--- src/grcb_pkg.sv ---
// grcb_pkg: register map, field positions and carrier types of the global request control bank
// assumes an 8-bit register port with a 16-bit address from the serial control front end
package grcb_pkg;
  localparam logic [15:0] GRCB_OFS_SOFT_RESET = 16'h0000;
  localparam logic [15:0] GRCB_OFS_REQUEST_MODE = 16'h0001;
  localparam logic [15:0] GRCB_OFS_TRIGGER = 16'h0002;
  localparam logic [7:0] GRCB_RST_SOFT_RESET = 8'h00;
  localparam logic [7:0] GRCB_RST_REQUEST_MODE = 8'h00;
  localparam logic [7:0] GRCB_RST_TRIGGER = 8'h00;
  localparam logic [7:0] GRCB_MASK_SOFT_RESET = 8'h01;
  localparam logic [7:0] GRCB_MASK_REQUEST_MODE = 8'hDF;
  localparam logic [7:0] GRCB_MASK_TRIGGER = 8'h06;
  localparam int GRCB_BIT_SOFT_RESET = 0;
  localparam int GRCB_BIT_RESEED = 7;
  localparam int GRCB_BIT_HIGH_PERF = 6;
  localparam int GRCB_BIT_HOLDOVER = 4;
  localparam int GRCB_BIT_MUTE = 3;
  localparam int GRCB_BIT_PULSE = 2;
  localparam int GRCB_BIT_RESTART = 1;
  localparam int GRCB_BIT_SLEEP = 0;
  localparam int GRCB_BIT_AUTOTUNE = 2;
  localparam int GRCB_BIT_SLIP = 1;
  localparam logic [3:0] GRCB_SEQ_DONE = 4'h2;
  // holdover latency in loop state-machine clock cycles
  localparam int GRCB_HOLD_LAT_DEB = 6;
  localparam int GRCB_HOLD_LAT_BYP = 2;
  localparam logic [7:0] GRCB_ZERO = 8'h00;

  typedef struct packed {
    logic reseed;
    logic pulse;
    logic slip;
    logic autotune;
  } grcb_events_t;

  typedef struct packed {
    logic high_perf;
    logic mute;
    logic sleep;
    logic holdover;
    logic restart;
    logic soft_reset;
  } grcb_levels_t;
endpackage : grcb_pkg

--- src/grcb_bank.sv ---
// grcb_bank: global soft reset, request/mode and trigger registers with edge detect,
// gated reseed and a holdover request carried into the loop state-machine clock enable
// assumes the loop state-machine rate arrives as a one-cycle enable on clock_i
// Operation
// soft reset returns every register, divider and state machine to default; here rdata and the pin synchroniser keep their values.
// reseed acts on its rising edge only, a held level starts nothing more.
// reseed is taken only while the resync sequencer is in its done state 0010.
// an accepted reseed reseeds the dividers that listen to sync events.
// the distribution select bit picks power priority at 0 and noise priority at 1.
// force holdover drives the reference loop into holdover, debounced into its domain.
// holdover latency is six loop cycles debounced and two bypassed.
// software clears the phase detector up and down enables to tristate the charge pump.
// mute silences every driver while the dividers keep running.
// the pulse request makes a pulse stream on channels set up for it.
// restart resets dividers and state machines and keeps configuration.
// sleep disables both loops, the output network and the buffers.
// the autotune trigger starts a new oscillator autotune of the synthesis loop.
// the slip request issues slip events to the channels set up for them.
// channels react on the slip rising edge and raise the phase sync alarm after.
// software writes each request bit back to zero before a new request.
`timescale 1ns/10ps
`default_nettype none
module grcb_bank
  import grcb_pkg::*;
(
  input wire logic clock_i,
  input wire logic rstn_i,
  input wire logic wr_en_i,
  input wire logic rd_en_i,
  input wire logic [15:0] addr_i,
  input wire logic [7:0] wdata_i,
  output logic [7:0] rdata_o,
  input wire logic [3:0] resync_sequencer_state_i,
  input wire logic general_input_pin_i,
  input wire logic loop_tick_i,
  input wire logic debounce_bypass_i,
  output logic reseed_pulse_o,
  output logic pulse_request_o,
  output logic slip_pulse_o,
  output logic autotune_pulse_o,
  output logic reference_loop_holdover_o,
  output logic high_perf_path_o,
  output logic mute_drivers_o,
  output logic sleep_o,
  output logic restart_o,
  output logic soft_reset_o
);
  logic [7:0] soft_reset_reg, next_soft_reset_reg;
  logic [7:0] request_mode_reg, next_request_mode_reg;
  logic [7:0] trigger_reg, next_trigger_reg;
  logic [7:0] rdata, next_rdata;
  grcb_events_t prev_lvl, next_prev_lvl;
  grcb_events_t ev, next_ev;
  grcb_levels_t lvl;
  logic [2:0] pin_sync, next_pin_sync;
  logic pin_level, next_pin_level;
  logic hold_req;
  // one sample fewer than the latency: the output flop is the last stage
  logic [GRCB_HOLD_LAT_DEB-2:0] hold_shift, next_hold_shift;
  logic hold_out, next_hold_out;

  // soft reset is self-clearing: it wipes the three mapped registers, not rdata, the cycle after it is written
  always_comb
  begin
    next_soft_reset_reg = soft_reset_reg;
    next_request_mode_reg = request_mode_reg;
    next_trigger_reg = trigger_reg;
    next_rdata = rdata;
    if (soft_reset_reg[GRCB_BIT_SOFT_RESET])
    begin
      next_soft_reset_reg = GRCB_RST_SOFT_RESET;
      next_request_mode_reg = GRCB_RST_REQUEST_MODE;
      next_trigger_reg = GRCB_RST_TRIGGER;
    end
    else if (wr_en_i)
    begin
      unique case (addr_i)
        GRCB_OFS_SOFT_RESET: next_soft_reset_reg = wdata_i & GRCB_MASK_SOFT_RESET;
        GRCB_OFS_REQUEST_MODE: next_request_mode_reg = wdata_i & GRCB_MASK_REQUEST_MODE;
        GRCB_OFS_TRIGGER: next_trigger_reg = wdata_i & GRCB_MASK_TRIGGER;
        default: next_rdata = rdata;
      endcase
    end
    if (rd_en_i)
    begin
      unique case (addr_i)
        GRCB_OFS_SOFT_RESET: next_rdata = soft_reset_reg;
        GRCB_OFS_REQUEST_MODE: next_rdata = request_mode_reg;
        GRCB_OFS_TRIGGER: next_rdata = trigger_reg;
        default: next_rdata = GRCB_ZERO;
      endcase
    end
  end

  always_ff @(posedge clock_i or negedge rstn_i)
  begin
    if (!rstn_i)
    begin
      soft_reset_reg <= GRCB_RST_SOFT_RESET;
      request_mode_reg <= GRCB_RST_REQUEST_MODE;
      trigger_reg <= GRCB_RST_TRIGGER;
      rdata <= GRCB_ZERO;
    end
    else
    begin
      soft_reset_reg <= next_soft_reset_reg;
      request_mode_reg <= next_request_mode_reg;
      trigger_reg <= next_trigger_reg;
      rdata <= next_rdata;
    end
  end

  // edge detection; a held level never re-fires, so software must return bits to zero
  always_comb
  begin
    next_prev_lvl.reseed = request_mode_reg[GRCB_BIT_RESEED];
    next_prev_lvl.pulse = request_mode_reg[GRCB_BIT_PULSE];
    next_prev_lvl.slip = trigger_reg[GRCB_BIT_SLIP];
    next_prev_lvl.autotune = trigger_reg[GRCB_BIT_AUTOTUNE];
    // a reseed edge outside the done state is dropped, not deferred
    next_ev.reseed = next_prev_lvl.reseed && !prev_lvl.reseed
      && (resync_sequencer_state_i == GRCB_SEQ_DONE);
    next_ev.pulse = next_prev_lvl.pulse && !prev_lvl.pulse;
    next_ev.slip = next_prev_lvl.slip && !prev_lvl.slip;
    next_ev.autotune = next_prev_lvl.autotune && !prev_lvl.autotune;
    // soft reset blocks any new pulse while it is active; one already registered in ev still goes out
    if (soft_reset_reg[GRCB_BIT_SOFT_RESET])
    begin
      next_ev = '0;
    end
  end

  always_ff @(posedge clock_i or negedge rstn_i)
  begin
    if (!rstn_i)
    begin
      prev_lvl <= '0;
      ev <= '0;
    end
    else
    begin
      prev_lvl <= next_prev_lvl;
      ev <= next_ev;
    end
  end

  // pin passes three flops; the first is read only by the second
  always_comb
  begin
    next_pin_sync = {pin_sync[1:0], general_input_pin_i};
    // a lone disagreeing sample keeps the last agreed level, so glitches vanish
    next_pin_level = (pin_sync[1] == pin_sync[2]) ? pin_sync[2] : pin_level;
  end

  always_ff @(posedge clock_i or negedge rstn_i)
  begin
    if (!rstn_i)
    begin
      pin_sync <= 3'h0;
      pin_level <= 1'b0;
    end
    else
    begin
      pin_sync <= next_pin_sync;
      pin_level <= next_pin_level;
    end
  end

  // change counts once second and third stages agree
  assign hold_req = request_mode_reg[GRCB_BIT_HOLDOVER]
    || next_pin_level;

  // shift on each loop tick; debounced output needs a full window of agreeing samples
  always_comb
  begin
    next_hold_shift = hold_shift;
    next_hold_out = hold_out;
    if (soft_reset_reg[GRCB_BIT_SOFT_RESET])
    begin
      next_hold_shift = '0;
      next_hold_out = 1'b0;
    end
    else if (loop_tick_i)
    begin
      next_hold_shift = {hold_shift[GRCB_HOLD_LAT_DEB-3:0], hold_req};
      if (debounce_bypass_i)
      begin
        next_hold_out = hold_shift[GRCB_HOLD_LAT_BYP-2];
      end
      else if (&hold_shift)
      begin
        next_hold_out = 1'b1;
      end
      else if (~|hold_shift)
      begin
        next_hold_out = 1'b0;
      end
    end
  end

  always_ff @(posedge clock_i or negedge rstn_i)
  begin
    if (!rstn_i)
    begin
      hold_shift <= '0;
      hold_out <= 1'b0;
    end
    else
    begin
      hold_shift <= next_hold_shift;
      hold_out <= next_hold_out;
    end
  end

  assign lvl.high_perf = request_mode_reg[GRCB_BIT_HIGH_PERF];
  assign lvl.mute = request_mode_reg[GRCB_BIT_MUTE];
  assign lvl.sleep = request_mode_reg[GRCB_BIT_SLEEP];
  assign lvl.holdover = hold_out;
  // restart clears dividers and sequencers downstream but no register here
  assign lvl.restart = request_mode_reg[GRCB_BIT_RESTART];
  assign lvl.soft_reset = soft_reset_reg[GRCB_BIT_SOFT_RESET];

  assign rdata_o = rdata;
  assign reseed_pulse_o = ev.reseed;
  assign pulse_request_o = ev.pulse;
  assign slip_pulse_o = ev.slip;
  assign autotune_pulse_o = ev.autotune;
  assign reference_loop_holdover_o = lvl.holdover;
  assign high_perf_path_o = lvl.high_perf;
  assign mute_drivers_o = lvl.mute;
  assign sleep_o = lvl.sleep;
  assign restart_o = lvl.restart;
  assign soft_reset_o = lvl.soft_reset;
endmodule : grcb_bank
`default_nettype wire

--- config.mk ---
export PLATFORM = sky130hd
export DESIGN_NAME = grcb_bank
export DESIGN_NICKNAME = d
export VERILOG_FILES = /design/src/grcb_pkg.sv /design/src/grcb_bank.sv
export SDC_FILE = /design/constraint.sdc
export NUM_CORES = 1
export LEC_CHECK = 0
export BUFFER_PORTS_ARGS = -buffer_cell sky130_fd_sc_hd__buf_2
export CORE_UTILIZATION = 55
export CTS_BUF_LIST = sky130_fd_sc_hd__clkbuf_8
export DETAILED_ROUTE_END_ITERATION = 8
export PLACE_DENSITY = 0.87
export SKIP_LAST_GASP = 1
export SYNTH_ARGS = -nofsm -noshare
export SYNTH_HDL_FRONTEND = slang
export SYNTH_SLANG_ARGS = --single-unit
--- constraint.sdc ---
create_clock -name clock_i -period 2 [get_ports clock_i]
set_input_delay 0.2 -clock clock_i [delete_from_list [all_inputs] [get_ports clock_i]]
set_output_delay 0.2 -clock clock_i [all_outputs]
set_load 0.02 [all_outputs]
=== Yosys cells after proc, flatten, opt, wreduce, memory -nomap -nowiden ===
Cells that the tools add are included.

* Flip-flop bits (word level): 50
* Input port bits: 35
* Word-level logic and storage cells: 63

* Equality and inequality tests: 5
* Mux-type cells: 19
* Reductions and logical operators: 22

{| class="wikitable"
|+ Operators by type and width
! cell !! number
|-
| two-way mux 8 bit || 9
|-
| one-hot mux 8 bit (3 select lines) || 1
|-
| == test 16 x 1 -> 1 bit, second input constant || 1
|-
| == test 16 x 2 -> 1 bit, second input constant || 1
|-
| logical NOT 16 bit || 1
|-
| two-way mux 5 bit || 2
|-
| nonzero test 2 bit || 5
|-
| AND reduction 2 bit || 4
|-
| two-way mux 1 bit || 6
|-
| logical AND 1 bit || 5
|-
| AND reduction 5 bit || 1
|-
| OR reduction 5 bit || 1
|-
| == test 4 x 2 -> 1 bit, second input constant || 1
|-
| logical NOT 1 bit || 4
|-
| two-way mux 4 bit || 1
|-
| != test 4 bit, second input constant || 1
|-
| == test 1 bit || 1
|-
| logical OR 1 bit || 1
|}

=== Depth between registers and ports, before layout ===
* Depth in word-level cells: 6
* Gate-level depth with buffers: 6

=== Worst setup path after synthesis ===
Ideal clock, no wire load.

* Kind: flip-flop to flip-flop
* From: register soft_reset_reg[0]
* To: register hold_shift[1]
* Library setup time: 0.132 ns
* Arrival time: 1.113 ns
* Required time: 1.868 ns
* Path slack: 0.755 ns
* Cell stages (with the launch flop): 4
* Path buffers: 2
* Period minus slack after synthesis: 1.245 ns
* Cells stage by stage: dfrtp_1 clkbuf_1 clkbuf_1 nor2_1

* Cells in the longest elaborated chain, start to end: 1
* Elaborated cells on any way between the ends: 2
* Classes of those cells: mux: 1; reduce/logical: 1

{| class="wikitable"
|+ Ends and longest elaborated chain
! element !! RTL line !! source
|-
| start, declared || grcb_bank.sv:48 || <nowiki>logic [7:0] soft_reset_reg, next_soft_reset_reg;</nowiki>
|-
| start signal, assigned || grcb_bank.sv:106 || <nowiki>soft_reset_reg <= next_soft_reset_reg;</nowiki>
|-
| two-way mux 5 bit / nonzero test 2 bit (equally long branches) || -- ||
|-
| end signal, assigned || grcb_bank.sv:210 || <nowiki>hold_shift <= next_hold_shift;</nowiki>
|-
| end, declared || grcb_bank.sv:59 || <nowiki>logic [GRCB_HOLD_LAT_DEB-2:0] hold_shift, next_hold_shift;</nowiki>
|}

Parallel ways exist; a longest one is shown, timed or not.
A chain may end at the register's enable or synchronous reset.

=== Worst setup path in the final report ===
* From: register soft_reset_reg[0]
* To: output port soft_reset_o

{| class="wikitable"
|+ RTL lines
! element !! RTL line !! source
|-
| end, declared || grcb_bank.sv:46 || <nowiki>output logic soft_reset_o</nowiki>
|}

No word-level cell between the ends.

==> summary.txt <==
Run status
  • Result of the run: complete, but fails checks
  • Violated checks: hold timing

Route
  • Drt via density: 5.73
  • Initial DRC Count: 35
  • Detail Route Antenna Nets: 0
  • Met1 wire length: 1.22 mm
  • Total Wirelength: 2.99 mm
  • Drt wl/cell: 14.0 µm
  • Via Count: 1,226
  • Drt drc: 0
  • Max layer used: met4
  • Met2 wire len: 1.52 mm
  • Wire length on met3: 204 µm
  • Drt pass-1 iters: 4

CTS
  • H-tree depth: 2
  • TritonCTS Buffers: 5
  • CTS tree: built
  • CTS Hold Buffers Added: 0
  • Clock buffer depth: 2
  • Post CTS Setup Buffer Count: 0
  • Post-CTS Resized: 0
  • Root buffer cell: clkbuf_8
  • CTS sink cnt: 36
  • Clock transition at the registers of the reported paths: 70 ps
  • Worst-Skew Late Latency: 280 ps

Critical path
  • CP Class: reg -> out
  • Crit. End Element: primary output
  • CP max stage cell: dfrtp_1
  • Reg2reg path depth: 2
  • CP bufs+invs: 1
  • Crit path largest cell delay: 760 ps
  • CP Cell Sequence: buf_2
  • CP top delay family: flip-flops
  • Max FO, Critical Path: 22
  • WP data required: 1800 ps
  • CP Data Arrival Time: 1330 ps
  • Crit. path cell count: 1
  • CP Launch Type: register

Synth
  • Ys Warns: 0
  • Post-Syn Nets: 166
  • Synth area leader: dfrtp_1
  • Post-synth EDFFs: 0
  • Synth unique cells: 26
  • Yosys top cell area share: 59.5%
  • Mapped cell area: 0.00152 mm²
  • Cells after Synth: 131
  • Most used DFF post-synth: dfrtp_1
  • Share of synthesized registers carrying an async set or reset: 100%
  • Post-synthesis register bit count: 36
  • Post-synthesis sequential area ratio: 59.5%
  • Syn Area/Cell: 11.6 µm²
  • Ranking of synthesized cells by area: dfrtp_1, nand4_1, o21ai_0

Layout
  • Most common cell after layout, fill and taps aside: buf_2
  • Layout cell share with drive strength beyond 1: 35.9%
  • Most frequent cells in the layout: buf_2, dfrtp_1, o21ai_0
  • Filler cell count in the final layout: 184
  • Area Overhead vs Synth: 21.9%
  • Multi-input logic area: 519 µm²
  • Layout Nets: 218
  • Max reg flops: 8
  • Core Util, Final: 72.6%
  • Finished Layout Cells: 214
  • Ant diodes: 0
  • FF+latch area: 901 µm²

Timing
  • Relative slew slack: 49.0%
  • Max frequency: 0.653 GHz
  • Final Setup Violations: 0
  • Fin Setup TNS: 0 ps
  • WHS: -4.79 ps
  • Tightest Pin Transition: 766 ps
  • Final slew viol count: 0
  • Final Hold Fails: 11
  • RSZ-0062 raised after global routing: false
  • Setup Skew: 9.70 ps
  • Final period util: 76.6%
  • Period minus WS final: 1530 ps

Power and ir drop
  • Power Dens Cells: 768 mW/mm²
  • Leakage: 0.902 nW
  • Max VDD drop: 846 µV

Hold path
  • HP Class: in -> async

Floorplanning
  • Chip width: 54.5 µm
  • Die Ht: 54.5 µm
  • Rows: 18
  • Die area: 0.00297 mm²
  • Starting Density: 59.5%
  • Ports: 53
  • Core area: 0.00254 mm²

Global routing
  • GRT overflow: 0
  • Pin count of the biggest net entering global routing: 37
  • Total GRT Usage: 23.9%
  • Initial antenna violation count: 0
  • Vias in the first global route: 1,129
  • First-pass GRT wire length: 4.91 mm

Run
  • Max-cap violations: 0

Placed design
  • Post-DP HPWL: 2.25 mm
  • Gpl congestion: 0.852
  • # port buffers: 51
  • Placed cells: 206
Yosys cell counts (2+ instances only):
cell	n
dfrtp_1	36
o21ai_0	15
nand4_1	14
a21oi_1	10
inv_1	7
nor2_1	7
mux2i_1	5
clkbuf_1	4
nor3b_1	4
buf_6	3
nand2b_1	3
nor2b_1	3
nor4_2	3
a22oi_1	2
nand2_1	2
nor4_1	2
o22ai_1	2
area by class of cell:
class,instances,share of cell area [%]
tap,30,2.03
timing repair buffer,53,14.6
sequential,36,48.8
inverter,7,1.42
clock buffer,6,4.47
clock inverter,2,0.542
multi-input combinational,80,28.1
power breakdown:
| group | internal, W | leakage (nW) | total [W] | switching [W] |
|---|---|---|---|---|
| sequential | 0.000759 | 0.476 | 0.000786 | 0.0000270 |
| clock | 0.000274 | 0.0510 | 0.000510 | 0.000235 |
| combinational | 0.0000533 | 0.374 | 0.000122 | 0.0000691 |
| total | 0.00109 | 0.902 | 0.00142 | 0.000331 |
worst paths after layout:
| kind | startpoint | end | slack [ps] |
|---|---|---|---|
| min in group clock_i | general_input_pin_i | pin_sync[0]$_DFF_PN0_ | 40 |
| max | soft_reset_reg[0]$_DFF_PN0_ | soft_reset_o | 470 |
| max in group asynchronous | rstn_i | request_mode_reg[4]$_DFFE_PN0P_ | 1520 |
| max reg2reg | soft_reset_reg[0]$_DFF_PN0_ | rdata_o[0]$_DFFE_PN0P_ | 730 |
| min | rstn_i | prev_lvl[0]$_DFF_PN0_ | -5 |
| min reg2reg | pin_sync[0]$_DFF_PN0_ | pin_sync[1]$_DFF_PN0_ | 350 |
kinds of logic (layout without fill, tap and decap cells):
kind of cell / count (synthesis) / count (layout) / synth area share [%]
compound gates: 32 / 32 / 12.2
flops: 36 / 36 / 59.5
simple gates: 42 / 42 / 18.1
fa+ha+maj: 1 / 1 / 0.661
buf+inv: 15 / 68 / 6.28
mux: 5 / 5 / 3.30
per-stage QoR:
stage          cell area (µm²)  total power (W)  setup WS, ps
2_1_floorplan             1520         0.000852           755
3_3_place_gp              1750         0.000911           496
3_5_place_dp              1750         0.000922           418
4_1_cts                   1850          0.00143           462
5_1_grt                   1850          0.00148           392
6_report                  1850          0.00142           468
per-layer routing:
metal  vias to the layer above  track usage, %
met2                        52            38.6
met1                       586            30.5
li1                        582               -
met4                         0            8.12
met3                         6            7.22
met5                         -               0
Note: power is estimated with default switching activity, not from simulation.
